`config.mk`:
```
export PLATFORM = sky130hd
export DESIGN_NAME = logic_string_branch_decode
export DESIGN_NICKNAME = d
export VERILOG_FILES = /design/src/design/logic_string_branch_decode.v /design/src/design/cycle_counter.v
export VERILOG_INCLUDE_DIRS = /design/src /design/src/design
export SDC_FILE = /design/constraint.sdc
export NUM_CORES = 1
export LEC_CHECK = 0
export BUFFER_PORTS_ARGS = -buffer_cell sky130_fd_sc_hd__buf_2
export CORE_UTILIZATION = 55
export CTS_CLUSTER_DIAMETER = 200
export DETAILED_ROUTE_END_ITERATION = 10
export PLACE_DENSITY = 0.83
export REMOVE_ABC_BUFFERS = 1
export SLEW_MARGIN = 0
export SYNTH_ARGS = -nofsm -noshare
export SYNTH_HDL_FRONTEND = slang
export SYNTH_SLANG_ARGS = --single-unit
```
`constraint.sdc`:
```
create_clock -name core_clk -period 12 [get_ports core_clk]
set_input_delay 0.6 -clock core_clk [delete_from_list [all_inputs] [get_ports core_clk]]
set_output_delay 0.6 -clock core_clk [all_outputs]
set_load 0.02 [all_outputs]
```
`src/design/decode_defs.vh`:
```
// opcode patterns, field codes and cycle costs for the string/branch/logic decoder
`ifndef DECODE_DEFS_VH
`define DECODE_DEFS_VH
`define OP_XOR_RM      6'h0c
`define OP_XOR_ACC     7'h1a
`define OP_GRP1        7'h40
`define OP_GRP3        7'h7b
`define OP_SMOVE 7'h52
`define OP_SCMP 7'h53
`define OP_SSCAN 7'h57
`define OP_SLOAD 7'h56
`define OP_SSTORE 7'h55
`define OP_PIN 7'h36
`define OP_POUT 7'h37
`define OP_LOOP_PFX 7'h79
`define OP_LOOP_PLAIN 8'hf2
`define OP_GRP5        8'hff
`define OP_CALL_NEAR   8'he8
`define OP_CALL_FAR    8'h9a
`define OP_BR_SHORT 8'heb
`define OP_BR_NEAR 8'he9
`define OP_BR_FAR 8'hea
`define FLD_XOR        3'h6
`define FLD_NOT        3'h2
`define FLD_CALL_IND   3'h2
`define FLD_CALLF_IND  3'h3
`define FLD_BR_IND 3'h4
`define FLD_BRF_IND 3'h5
`define MOD_REG        2'h3
`define CYC_XOR_R      10'h003
`define CYC_XOR_M      10'h00a
`define CYC_XORI_R     10'h004
`define CYC_XORI_M     10'h010
`define CYC_XORA       10'h003
`define CYC_XORA_W     10'h004
`define CYC_NOT_R      10'h003
`define CYC_NOT_M      10'h00a
`define CYC_SMOVE 10'h00e
`define CYC_SCMP 10'h016
`define CYC_SSCAN 10'h00f
`define CYC_SLOAD 10'h00c
`define CYC_SSTORE 10'h00a
`define CYC_PIN 10'h00e
`define CYC_POUT 10'h00e
`define CYC_WORD_ADD   10'h004
`define LOOP_OV_SMOVE 10'h008
`define LOOP_IT_SMOVE 10'h008
`define LOOP_OV_SCMP 10'h005
`define LOOP_IT_SCMP 10'h016
`define LOOP_OV_SSCAN 10'h005
`define LOOP_IT_SSCAN 10'h00f
`define LOOP_OV_SLOAD 10'h006
`define LOOP_IT_SLOAD 10'h00b
`define LOOP_OV_SSTORE 10'h006
`define LOOP_IT_SSTORE 10'h009
`define LOOP_OV_IO 10'h008
`define LOOP_IT_IO 10'h008
`define CYC_CALL_N     10'h00f
`define CYC_CALL_NW    10'h013
`define CYC_CALLI_R    10'h00d
`define CYC_CALLI_M    10'h013
`define CYC_CALLI_RN   10'h011
`define CYC_CALLI_MN   10'h01b
`define CYC_CALL_F     10'h017
`define CYC_CALL_FN    10'h01f
`define CYC_CALLF_I    10'h026
`define CYC_CALLF_IN   10'h036
`define CYC_BR 10'h00e
`define CYC_BRI_R 10'h00b
`define CYC_BRI_M 10'h011
`define CYC_BRI_MN 10'h015
`define CYC_BRF_I 10'h01a
`define CYC_BRF_IN 10'h022
`define CLS_NONE       4'h0
`define CLS_XOR        4'h1
`define CLS_NOT        4'h2
`define CLS_STRING     4'h3
`define CLS_CALL       4'h4
`define CLS_BRANCH     4'h5
`endif

```
`src/design/logic_string_branch_decode.v`:
```
// decoder for logic, string and branch forms with cycle-cost pacing
`timescale 1ns/1ps
`include "decode_defs.vh"
module logic_string_branch_decode (
    input wire core_clk,
    input wire rst_n,
    input wire narrow_bus,
    input wire [7:0] byte_in,
    input wire byte_valid,
    output wire byte_ready,
    input wire [15:0] count_register,
    output reg [3:0] instr_class,
    output reg [7:0] opcode_q,
    output reg [2:0] op_field,
    output reg word_width,
    output reg dir_to_reg,
    output reg mem_operand,
    output reg repeat_active,
    output reg repeat_until_zero,
    output reg [15:0] iter_count,
    output reg [9:0] cycle_cost,
    output reg illegal,
    output reg decode_valid,
    output wire exec_busy,
    output wire exec_done
);
    localparam ST_OP = 2'h0;
    localparam ST_MODRM = 2'h1;
    localparam ST_RUN = 2'h2;

    reg [1:0] state_q;
    reg [1:0] state_d;
    reg loop_q;
    reg loop_z_q;
    reg [7:0] op_q;
    reg [9:0] cost_d;
    reg [3:0] cls_d;
    reg ill_d;
    reg need_modrm;
    reg is_string;
    reg [9:0] ov;
    reg [9:0] it;
    reg [9:0] base;
    reg [25:0] loop_total;
    reg [7:0] cur_op;
    reg [7:0] mrm;
    wire mem;
    wire wbit;
    wire load_exec;
    wire [9:0] word_extra;

    assign byte_ready = (state_q != ST_RUN);
    assign wbit = cur_op[0];
    assign mem = (mrm[7:6] != `MOD_REG);
    // narrow bus adds per-transfer penalty only on word memory traffic
    assign word_extra = (narrow_bus && wbit) ? `CYC_WORD_ADD : 10'h000;
    assign load_exec = byte_valid && byte_ready && (state_d == ST_RUN);

    always @* begin
        cur_op = (state_q == ST_MODRM) ? op_q : byte_in;
        mrm = (state_q == ST_MODRM) ? byte_in : 8'h00;
        need_modrm = (byte_in[7:2] == `OP_XOR_RM) || (byte_in[7:1] == `OP_GRP1) ||
            (byte_in[7:1] == `OP_GRP3) || (byte_in == `OP_GRP5);
        is_string = 1'b0;
        ov = 10'h000;
        it = 10'h000;
        cls_d = `CLS_NONE;
        cost_d = 10'h000;
        ill_d = 1'b0;
        // a nonzero loop overhead marks the string forms
        case (cur_op[7:1])
            `OP_SMOVE: ov = `LOOP_OV_SMOVE;
            `OP_SCMP: ov = `LOOP_OV_SCMP;
            `OP_SSCAN: ov = `LOOP_OV_SSCAN;
            `OP_SLOAD: ov = `LOOP_OV_SLOAD;
            `OP_SSTORE: ov = `LOOP_OV_SSTORE;
            `OP_PIN: ov = `LOOP_OV_IO;
            `OP_POUT: ov = `LOOP_OV_IO;
            default: ov = 10'h000;
        endcase
        is_string = (ov != 10'h000);
        case (cur_op[7:1])
            `OP_SMOVE: it = `LOOP_IT_SMOVE;
            `OP_SCMP: it = `LOOP_IT_SCMP;
            `OP_SSCAN: it = `LOOP_IT_SSCAN;
            `OP_SLOAD: it = `LOOP_IT_SLOAD;
            `OP_SSTORE: it = `LOOP_IT_SSTORE;
            `OP_PIN: it = `LOOP_IT_IO;
            `OP_POUT: it = `LOOP_IT_IO;
            default: it = 10'h000;
        endcase
        case (cur_op[7:1])
            `OP_SMOVE: base = `CYC_SMOVE;
            `OP_SCMP: base = `CYC_SCMP;
            `OP_SSCAN: base = `CYC_SSCAN;
            `OP_SLOAD: base = `CYC_SLOAD;
            `OP_SSTORE: base = `CYC_SSTORE;
            `OP_PIN: base = `CYC_PIN;
            `OP_POUT: base = `CYC_POUT;
            default: base = 10'h000;
        endcase
        // single in/out strings stay at 14 on both variants, repeated ones take 8 per iteration, no narrow penalty
        if (cur_op[7:1] == `OP_PIN || cur_op[7:1] == `OP_POUT) begin
            it = loop_q ? it : base;
        end else begin
            it = loop_q ? it + word_extra : base + word_extra;
        end
        if (state_q == ST_OP) begin
            if (is_string) begin
                cls_d = `CLS_STRING;
                // overhead plus per-iteration, saturating to the counter width
                loop_total = {16'h0000, ov} + count_register * it;
                cost_d = loop_q ? ((loop_total > 26'h00003ff) ? 10'h3ff : loop_total[9:0])
                               : it;
            end else if (cur_op[7:1] == `OP_XOR_ACC) begin
                cls_d = `CLS_XOR;
                cost_d = wbit ? `CYC_XORA_W : `CYC_XORA;
            end else if (cur_op == `OP_BR_SHORT || cur_op == `OP_BR_NEAR ||
                         cur_op == `OP_BR_FAR) begin
                cls_d = `CLS_BRANCH;
                cost_d = `CYC_BR;
            end else if (cur_op == `OP_CALL_NEAR) begin
                cls_d = `CLS_CALL;
                cost_d = narrow_bus ? `CYC_CALL_NW : `CYC_CALL_N;
            end else if (cur_op == `OP_CALL_FAR) begin
                cls_d = `CLS_CALL;
                cost_d = narrow_bus ? `CYC_CALL_FN : `CYC_CALL_F;
            end else begin
                ill_d = !need_modrm;
            end
            loop_total = 26'h0000000;
        end else begin
            loop_total = 26'h0000000;
            if (cur_op[7:2] == `OP_XOR_RM) begin
                cls_d = `CLS_XOR;
                cost_d = mem ? `CYC_XOR_M + word_extra : `CYC_XOR_R;
            end else if (cur_op[7:1] == `OP_GRP1 && mrm[5:3] == `FLD_XOR) begin
                cls_d = `CLS_XOR;
                cost_d = mem ? `CYC_XORI_M + word_extra : `CYC_XORI_R;
            end else if (cur_op[7:1] == `OP_GRP3 && mrm[5:3] == `FLD_NOT) begin
                cls_d = `CLS_NOT;
                cost_d = mem ? `CYC_NOT_M + word_extra : `CYC_NOT_R;
            end else if (cur_op == `OP_GRP5) begin
                case (mrm[5:3])
                    `FLD_CALL_IND: begin
                        cls_d = `CLS_CALL;
                        cost_d = narrow_bus ? (mem ? `CYC_CALLI_MN : `CYC_CALLI_RN)
                                            : (mem ? `CYC_CALLI_M : `CYC_CALLI_R);
                    end
                    `FLD_BR_IND: begin
                        cls_d = `CLS_BRANCH;
                        cost_d = mem ? (narrow_bus ? `CYC_BRI_MN : `CYC_BRI_M)
                                     : `CYC_BRI_R;
                    end
                    `FLD_CALLF_IND: begin
                        cls_d = `CLS_CALL;
                        ill_d = !mem;
                        cost_d = narrow_bus ? `CYC_CALLF_IN : `CYC_CALLF_I;
                    end
                    `FLD_BRF_IND: begin
                        cls_d = `CLS_BRANCH;
                        ill_d = !mem;
                        cost_d = narrow_bus ? `CYC_BRF_IN : `CYC_BRF_I;
                    end
                    default: ill_d = 1'b1;
                endcase
            end else begin
                ill_d = 1'b1;
            end
        end
        if (ill_d) begin
            cost_d = 10'h000;
        end
    end

    always @* begin
        state_d = state_q;
        case (state_q)
            ST_OP: begin
                if (byte_valid && !(byte_in[7:1] == `OP_LOOP_PFX)) begin
                    state_d = need_modrm ? ST_MODRM : (ill_d ? ST_OP : ST_RUN);
                end
            end
            ST_MODRM: begin
                if (byte_valid) begin
                    state_d = ill_d ? ST_OP : ST_RUN;
                end
            end
            ST_RUN: begin
                if (exec_done) begin
                    state_d = ST_OP;
                end
            end
            default: state_d = ST_OP;
        endcase
    end

    always @(posedge core_clk or negedge rst_n) begin
        if (!rst_n) begin
            state_q <= ST_OP;
            loop_q <= 1'b0;
            loop_z_q <= 1'b0;
            op_q <= 8'h00;
            instr_class <= 4'h0;
            opcode_q <= 8'h00;
            op_field <= 3'h0;
            word_width <= 1'b0;
            dir_to_reg <= 1'b0;
            mem_operand <= 1'b0;
            repeat_active <= 1'b0;
            repeat_until_zero <= 1'b0;
            iter_count <= 16'h0000;
            cycle_cost <= 10'h000;
            illegal <= 1'b0;
            decode_valid <= 1'b0;
        end else begin
            state_q <= state_d;
            decode_valid <= 1'b0;
            if (byte_valid && byte_ready) begin
                if (state_q == ST_OP && byte_in[7:1] == `OP_LOOP_PFX) begin
                    loop_q <= 1'b1;
                    loop_z_q <= byte_in[0];
                end else if (state_q == ST_OP && need_modrm) begin
                    op_q <= byte_in;
                end else begin
                    decode_valid <= 1'b1;
                    illegal <= ill_d;
                    instr_class <= cls_d;
                    opcode_q <= cur_op;
                    op_field <= mrm[5:3];
                    word_width <= wbit;
                    dir_to_reg <= cur_op[1] && (cur_op[7:2] == `OP_XOR_RM);
                    mem_operand <= mem && (state_q == ST_MODRM);
                    // prefix only activates a repeat in front of a string opcode; repeat_until_zero takes its bit regardless
                    repeat_active <= loop_q && is_string;
                    repeat_until_zero <= loop_z_q;
                    iter_count <= (loop_q && is_string) ? count_register : 16'h0001;
                    cycle_cost <= cost_d;
                    loop_q <= 1'b0;
                    loop_z_q <= 1'b0;
                end
            end
        end
    end

    cycle_counter pacer (
        .core_clk(core_clk),
        .rst_n(rst_n),
        .load(load_exec),
        .cycles(cost_d),
        .busy(exec_busy),
        .done(exec_done)
    );
endmodule

```
`src/design/cycle_counter.v`:
```
// down-counter that paces one instruction to its cycle cost
`timescale 1ns/1ps
module cycle_counter (
    input wire core_clk,
    input wire rst_n,
    input wire load,
    input wire [9:0] cycles,
    output wire busy,
    output reg done
);
    reg [9:0] cnt_q;
    assign busy = (cnt_q != 10'h000);
    always @(posedge core_clk or negedge rst_n) begin
        if (!rst_n) begin
            cnt_q <= 10'h000;
            done <= 1'b0;
        end else begin
            done <= (cnt_q == 10'h001);
            if (load && !busy) begin
                cnt_q <= cycles;
            end else if (busy) begin
                cnt_q <= cnt_q - 10'h001;
            end
        end
    end
endmodule

```
Yosys cells after proc, flatten, opt, wreduce, memory -nomap -nowiden. Cells that the tools add are included.

Eq/ne operators: 34. $lt $le $gt $ge: 1. Reduce and logical (&&, ||, !) cells: 36. Multiplexer cells: 72. Bitwise logic cells: 2. $mul: 1. $add $sub $neg: 6.

Operator list (number): 2-to-1 mux 10 bit (10); equality test 7 bit (second input constant) (10); equality test 8 bit (second input constant) (7); 2-to-1 mux 5 bit (10); one-hot mux 5 bit (5 select lines) (2); 2-to-1 mux 3 bit (12); 2-to-1 mux 6 bit (6); adder 10 x 26 -> 26 bit (1); > comparator 26 x 10 -> 1 bit (second input constant) (1); multiplier 16 x 10 -> 26 bit (1); one-hot mux 6 bit (4 select lines) (1); adder 10 x 3 -> 10 bit (2); nonzero test 10 bit (2); 2-to-1 mux 1 bit (16); 2-to-1 mux 16 bit (1); 2-to-1 mux 8 bit (2); equality test 7 x 6 -> 1 bit (second input constant) (2); equality test 6 x 4 -> 1 bit (second input constant) (2); logical AND 1 bit (12); 2-to-1 mux 4 bit (3); one-hot mux 4 bit (3 select lines) (1); OR reduction 2 bit (6); equality test 10 x 1 -> 1 bit (second input constant) (1); 2-to-1 mux 2 bit (5); 20 further kinds (36).

Output and inout port bits: 51. Logic and storage cells: 170. Register bits: 71.

Depth between registers and ports, before layout.
Word-level depth: 19. Mapped depth: 35. Gate-level depth less buffers: 31.

By module. A second synthesis with hierarchy kept.

Cells, all modules: 954. Area, all modules: 8172.8 um^2.

By module, submodules not included: logic_string_branch_decode (cells each 887, instances 1, area an instance 7517.2 um^2, seq. area each 1451.4 um^2); cycle_counter (cells each 67, instances 1, area an instance 655.6 um^2, seq. area each 275.3 um^2).

Worst setup path after synthesis. Ideal clock, no wire load.

Kind: input to register. From: input byte_in[4]. To: register cycle_cost[2]. Data required time: 11878 ps. Stages on the path: 30. Path buffers: 2. Path slack: 3904 ps. Data arrival time: 7975 ps. Cells stage by stage: clkbuf_1 -> inv_1 -> a31o_2 -> nand4_1 -> o21ai_0 -> o21ai_0 -> o21ai_0 -> ha_1 -> ha_1 -> nand2b_1 -> clkbuf_1 -> nand2_1 -> fa_1 -> inv_1 -> fa_1 -> ha_1 -> fa_1 -> inv_1 -> fa_1 -> inv_1 -> ha_1 -> o211ai_1 -> o21a_1 -> o21ai_2 -> xor2_1 -> or4b_1 -> or4b_4 -> nor4b_4 -> nand4_1 -> a32o_1.

Cells in the longest elaborated chain, start to end: 15. Elaborated cells on any way between the ends: 85. Classes of those cells: add/sub: 3; mul: 1; order compare: 1; eq/ne: 27; mux: 33; bitwise: 2; reduce/logical: 18.

RTL lines: start: declaration (line logic_string_branch_decode.v:8) `input wire [7:0] byte_in,`; 2-to-1 mux 8 bit (line logic_string_branch_decode.v:60) `cur_op = (state_q == ST_MODRM) ? op_q : byte_in;`; equality test 7 x 6 -> 1 bit or equality test 7 bit (tied branches) (line logic_string_branch_decode.v:71, logic_string_branch_decode.v:82, logic_string_branch_decode.v:92); OR reduction 3 bit (no line); one-hot mux 5 bit (5 select lines), on equally long branches (line logic_string_branch_decode.v:92, logic_string_branch_decode.v:82); adder 10 x 3 -> 10 bit (line logic_string_branch_decode.v:106) `it = loop_q ? it + word_extra : base + word_extra;`; 2-to-1 mux 10 bit (line logic_string_branch_decode.v:106); 2-to-1 mux 10 bit (line logic_string_branch_decode.v:103) `` if (cur_op[7:1] == `OP_PIN || cur_op[7:1] == `OP_POUT) begin ``; multiplier 16 x 10 -> 26 bit (line logic_string_branch_decode.v:112) `loop_total = {16'h0000, ov} + count_register * it;`; adder 10 x 26 -> 26 bit (line logic_string_branch_decode.v:112); > comparator 26 x 10 -> 1 bit (line logic_string_branch_decode.v:113) `cost_d = loop_q ? ((loop_total > 26'h00003ff) ? 10'h3ff : loop_total[9:0])`; 2-to-1 mux 10 bit (2 in series) (line logic_string_branch_decode.v:113); 2-to-1 mux 10 bit (line logic_string_branch_decode.v:109) `if (is_string) begin`; 2-to-1 mux 10 bit (line logic_string_branch_decode.v:108) `if (state_q == ST_OP) begin`; 2-to-1 mux 10 bit (line logic_string_branch_decode.v:171) `if (ill_d) begin`; end signal: assignment (line logic_string_branch_decode.v:238) `cycle_cost <= cost_d;`; end: declaration (line logic_string_branch_decode.v:21) `output reg [9:0] cycle_cost,`.

Several ways; a longest one is shown, not always the timed one. A chain may end at the register's enable or synchronous reset.

Final worst setup path.
From: register state_q[0]. To: register cycle_cost[2].

Cells in the longest elaborated chain, start to end: 16. Elaborated cells on any way between the ends: 92. Classes of those cells: add/sub: 5; mul: 1; order compare: 1; eq/ne: 25; mux: 40; bitwise: 2; reduce/logical: 18.

RTL lines: start: declaration (line logic_string_branch_decode.v:31) `reg [1:0] state_q;`; start signal: assignment (line logic_string_branch_decode.v:217) `state_q <= state_d;`; equality test 2 x 1 -> 1 bit (line logic_string_branch_decode.v:60, logic_string_branch_decode.v:61); 2-to-1 mux 8 bit (line logic_string_branch_decode.v:60); equality test 7 x 6 -> 1 bit or equality test 7 bit (tied branches) (line logic_string_branch_decode.v:71, logic_string_branch_decode.v:82, logic_string_branch_decode.v:92); OR reduction 3 bit (no line); one-hot mux 5 bit (5 select lines), on equally long branches (line logic_string_branch_decode.v:92, logic_string_branch_decode.v:82); adder 10 x 3 -> 10 bit (line logic_string_branch_decode.v:106); 2-to-1 mux 10 bit (line logic_string_branch_decode.v:106); 2-to-1 mux 10 bit (line logic_string_branch_decode.v:103); multiplier 16 x 10 -> 26 bit (line logic_string_branch_decode.v:112); adder 10 x 26 -> 26 bit (line logic_string_branch_decode.v:112); > comparator 26 x 10 -> 1 bit (line logic_string_branch_decode.v:113); 2-to-1 mux 10 bit (2 in series) (line logic_string_branch_decode.v:113); 2-to-1 mux 10 bit (line logic_string_branch_decode.v:109); 2-to-1 mux 10 bit (line logic_string_branch_decode.v:108); 2-to-1 mux 10 bit (line logic_string_branch_decode.v:171).

Several ways; a longest one is shown, not always the timed one.

==> metrics.txt <==
Iteration-0 DRC Markers between 500 and 600; Cells after DPL ~1200; EDFF count, synth 0; top-count cell post-synth inv_1; max reg flops 16; CP required 12.24 ns; row cnt 44; Post-route DRC 0; largest family of logic cells by synthesized area adder cells; GR Util met1 0.3436; post-CTS resize count 0; minimum period implied by the final worst setup slack 9.356 ns; Synth area leaders dfrtp_1, fa_1, ha_1; area share of fa/ha/maj cells after synthesis 0.2854; Synth Area in XOR/XNOR 0.02047; sequential area share after synthesis 0.2124; post-route ant nets 0; Fin. Hold Viols 0; layout cells sized above 1 0.1229; Hold/Removal Path Class in -> async; cell area after synthesis between 8000 and 9000 um2; vias in the first global route roughly 7000; Worst slew margin 0.2634; Routed wire per std cell roughly 16 um; YS warnings 0; I/O pin count between 70 and 80; final worst-path cycle share 0.7796; max cap viols 0; grt ovf 0; Root Buffer clkbuf_16; Antenna Cells 0; met2 usage 0.4969; Cell variety after synth a little under 80; largest registers iter_count (16), cycle_cost (10), pacer.cnt_q (10); Post-Synthesis Cells between 900 and 1000; Max Root-Sink Buffers 2; Primary FF master, synth dfrtp_1; postcts setup bufs 0; Syn Area/Cell around 8.5 um2; first-pass GRT wire length around 33000 um; largest net degree at the start of global routing 70; RSZ-0062 raised after global routing false; VDD IR max around 0.000069 V; Setup TNS Final 0 ns; PwrDens between 100 and 150 nW/um2; crit start category register; drt total wl 20010 um; Seq cells post-synth 69; die area roughly 15000 um2; crit end category register; Vias per Instance 5.885; nets around 1200; Worst EP arrival 9.59 ns; Clock Sinks just under 70; Die Wd approximately 120 um; final std cells w/o fill between 1000 and 1500; Simple-Gate Fraction of Synth Area 0.1987; Core ar. ~14000 um2; Crit path largest cell delay a little under 0.8 ns; Worst-path clk slew approximately 0.060 ns; CTS tree yes; Compound-Gate Fraction of Synth Area 0.1675; Total GRT Usage 0.2835; Final setup violation count 0; IO buf count 77; Area growth syn-to-layout 10.76%; DR vias 7162; latest clock arrival within the worst-skew pair roughly 0.35 ns; CP Max Fanout 16; f_max about 110 MHz; busiest grt layer met2; Most flops, register iter_count; Die Y ~120 um; Crit Path Class reg -> reg; Worst Tran Pin Value approximately 1.1 ns; clock buffer count from CTS 9; met3 GRT Util 0.04105; Final Wtd Congestion 0.9694; Post-DP HPWL between 15000 and 20000 um; leak pwr around 0.0047 uW; mux contribution to synthesized area 0.03187; TritonRoute pass-1 iters 5; Starting Density 0.5614; slowest CP cell nor2b_1; initial antenna violation count 0; post-synth top area cell dfrtp_1; Slew Viols, Final 0; async set-reset flop share out of synthesis 1.000; top-area cell type share of the netlist area 0.2124; # hold bufs at CTS 0; Clock Skew 0.004448 ns; top cells by count, synth inv_1, nand2_1, ha_1; status finished clean; H-tree Lvls 3
[through the flow]
stage          hold slack (ns)  total power (uW)  cell area, um2  worst slack, ns    util
2_1_floorplan           0.3044             623.4            8038            3.700       -
3_3_place_gp            0.4478             740.7            8687            3.044  0.6000
3_5_place_dp            0.4516             752.6            8687            2.807  0.6000
4_1_cts                 0.4085              1049            9002            2.763  0.6218
5_1_grt                 0.4671              1117            9002            2.055  0.6218
6_report                0.3785              1045            9002            2.644  0.6218
[power by group]
| group | switching, uW | internal (uW) |
|---|---|---|
| sequential | 43.6 | 279 |
| clock | 108 | 182 |
| combinational | 275 | 156 |
| total | 427 | 617 |
[kinds of logic after synthesis]
family	count (synthesis)
mux	24
buf+inv	173
xor+xnor	19
compound gates	199
flops	69
other cells	1
fa+ha+maj	150
simple gates	318
[layout by cell type (no fill, tap or decap), types with 15 or more instances in the layout]
master   instances
a21o_1          15
a22o_1          18
nor2b_1         18
ha_1            91
buf_2           76
a21oi_1         38
nor2_1          48
dfrtp_1         69
inv_1          139
nand3_1         19
o21ai_0         41
and2_1          33
fa_1            59
nand2_1        121
conb_1          18
[worst max-delay path: cells and delay by family (launching register included)]
kind            cells  cell delay (ns)
buf+inv             3             0.16
flops               1             0.56
compound gates      7             1.37
fa+ha+maj           8             3.28
xor+xnor            1             0.10
simple gates       10             3.76
[cell type report]
class	count	area, um2
Inverter	139	521.8
Clock inverter	6	86.33
Multi-Input combinational cell	728	5791
Timing Repair Buffer	81	417.9
Tap cell	184	230.2
Clock buffer	10	229.0
Sequential cell	69	1727
Fill cell	1269	5477
[final timing paths]
path                              from        endpoint  slack, ns  cells past startpoint
min in group core_clk      op_field[2]     op_field[2]       0.46                      2
max                         state_q[0]   cycle_cost[2]       2.64                     29
max reg2reg                 state_q[0]   cycle_cost[2]       2.64                     29
max in group asynchronous        rst_n  pacer.cnt_q[2]      11.03                      1
min                              rst_n     opcode_q[2]       0.38                      1
min reg2reg                op_field[2]     op_field[2]       0.46                      2
[per-layer routing]
layer	vias to the layer above	wire (um)
met5	-	0
met4	0	690
met3	49	1017
met2	260	9804
met1	3463	8492
li1	3390	-
(Power assumes the default switching activity.)
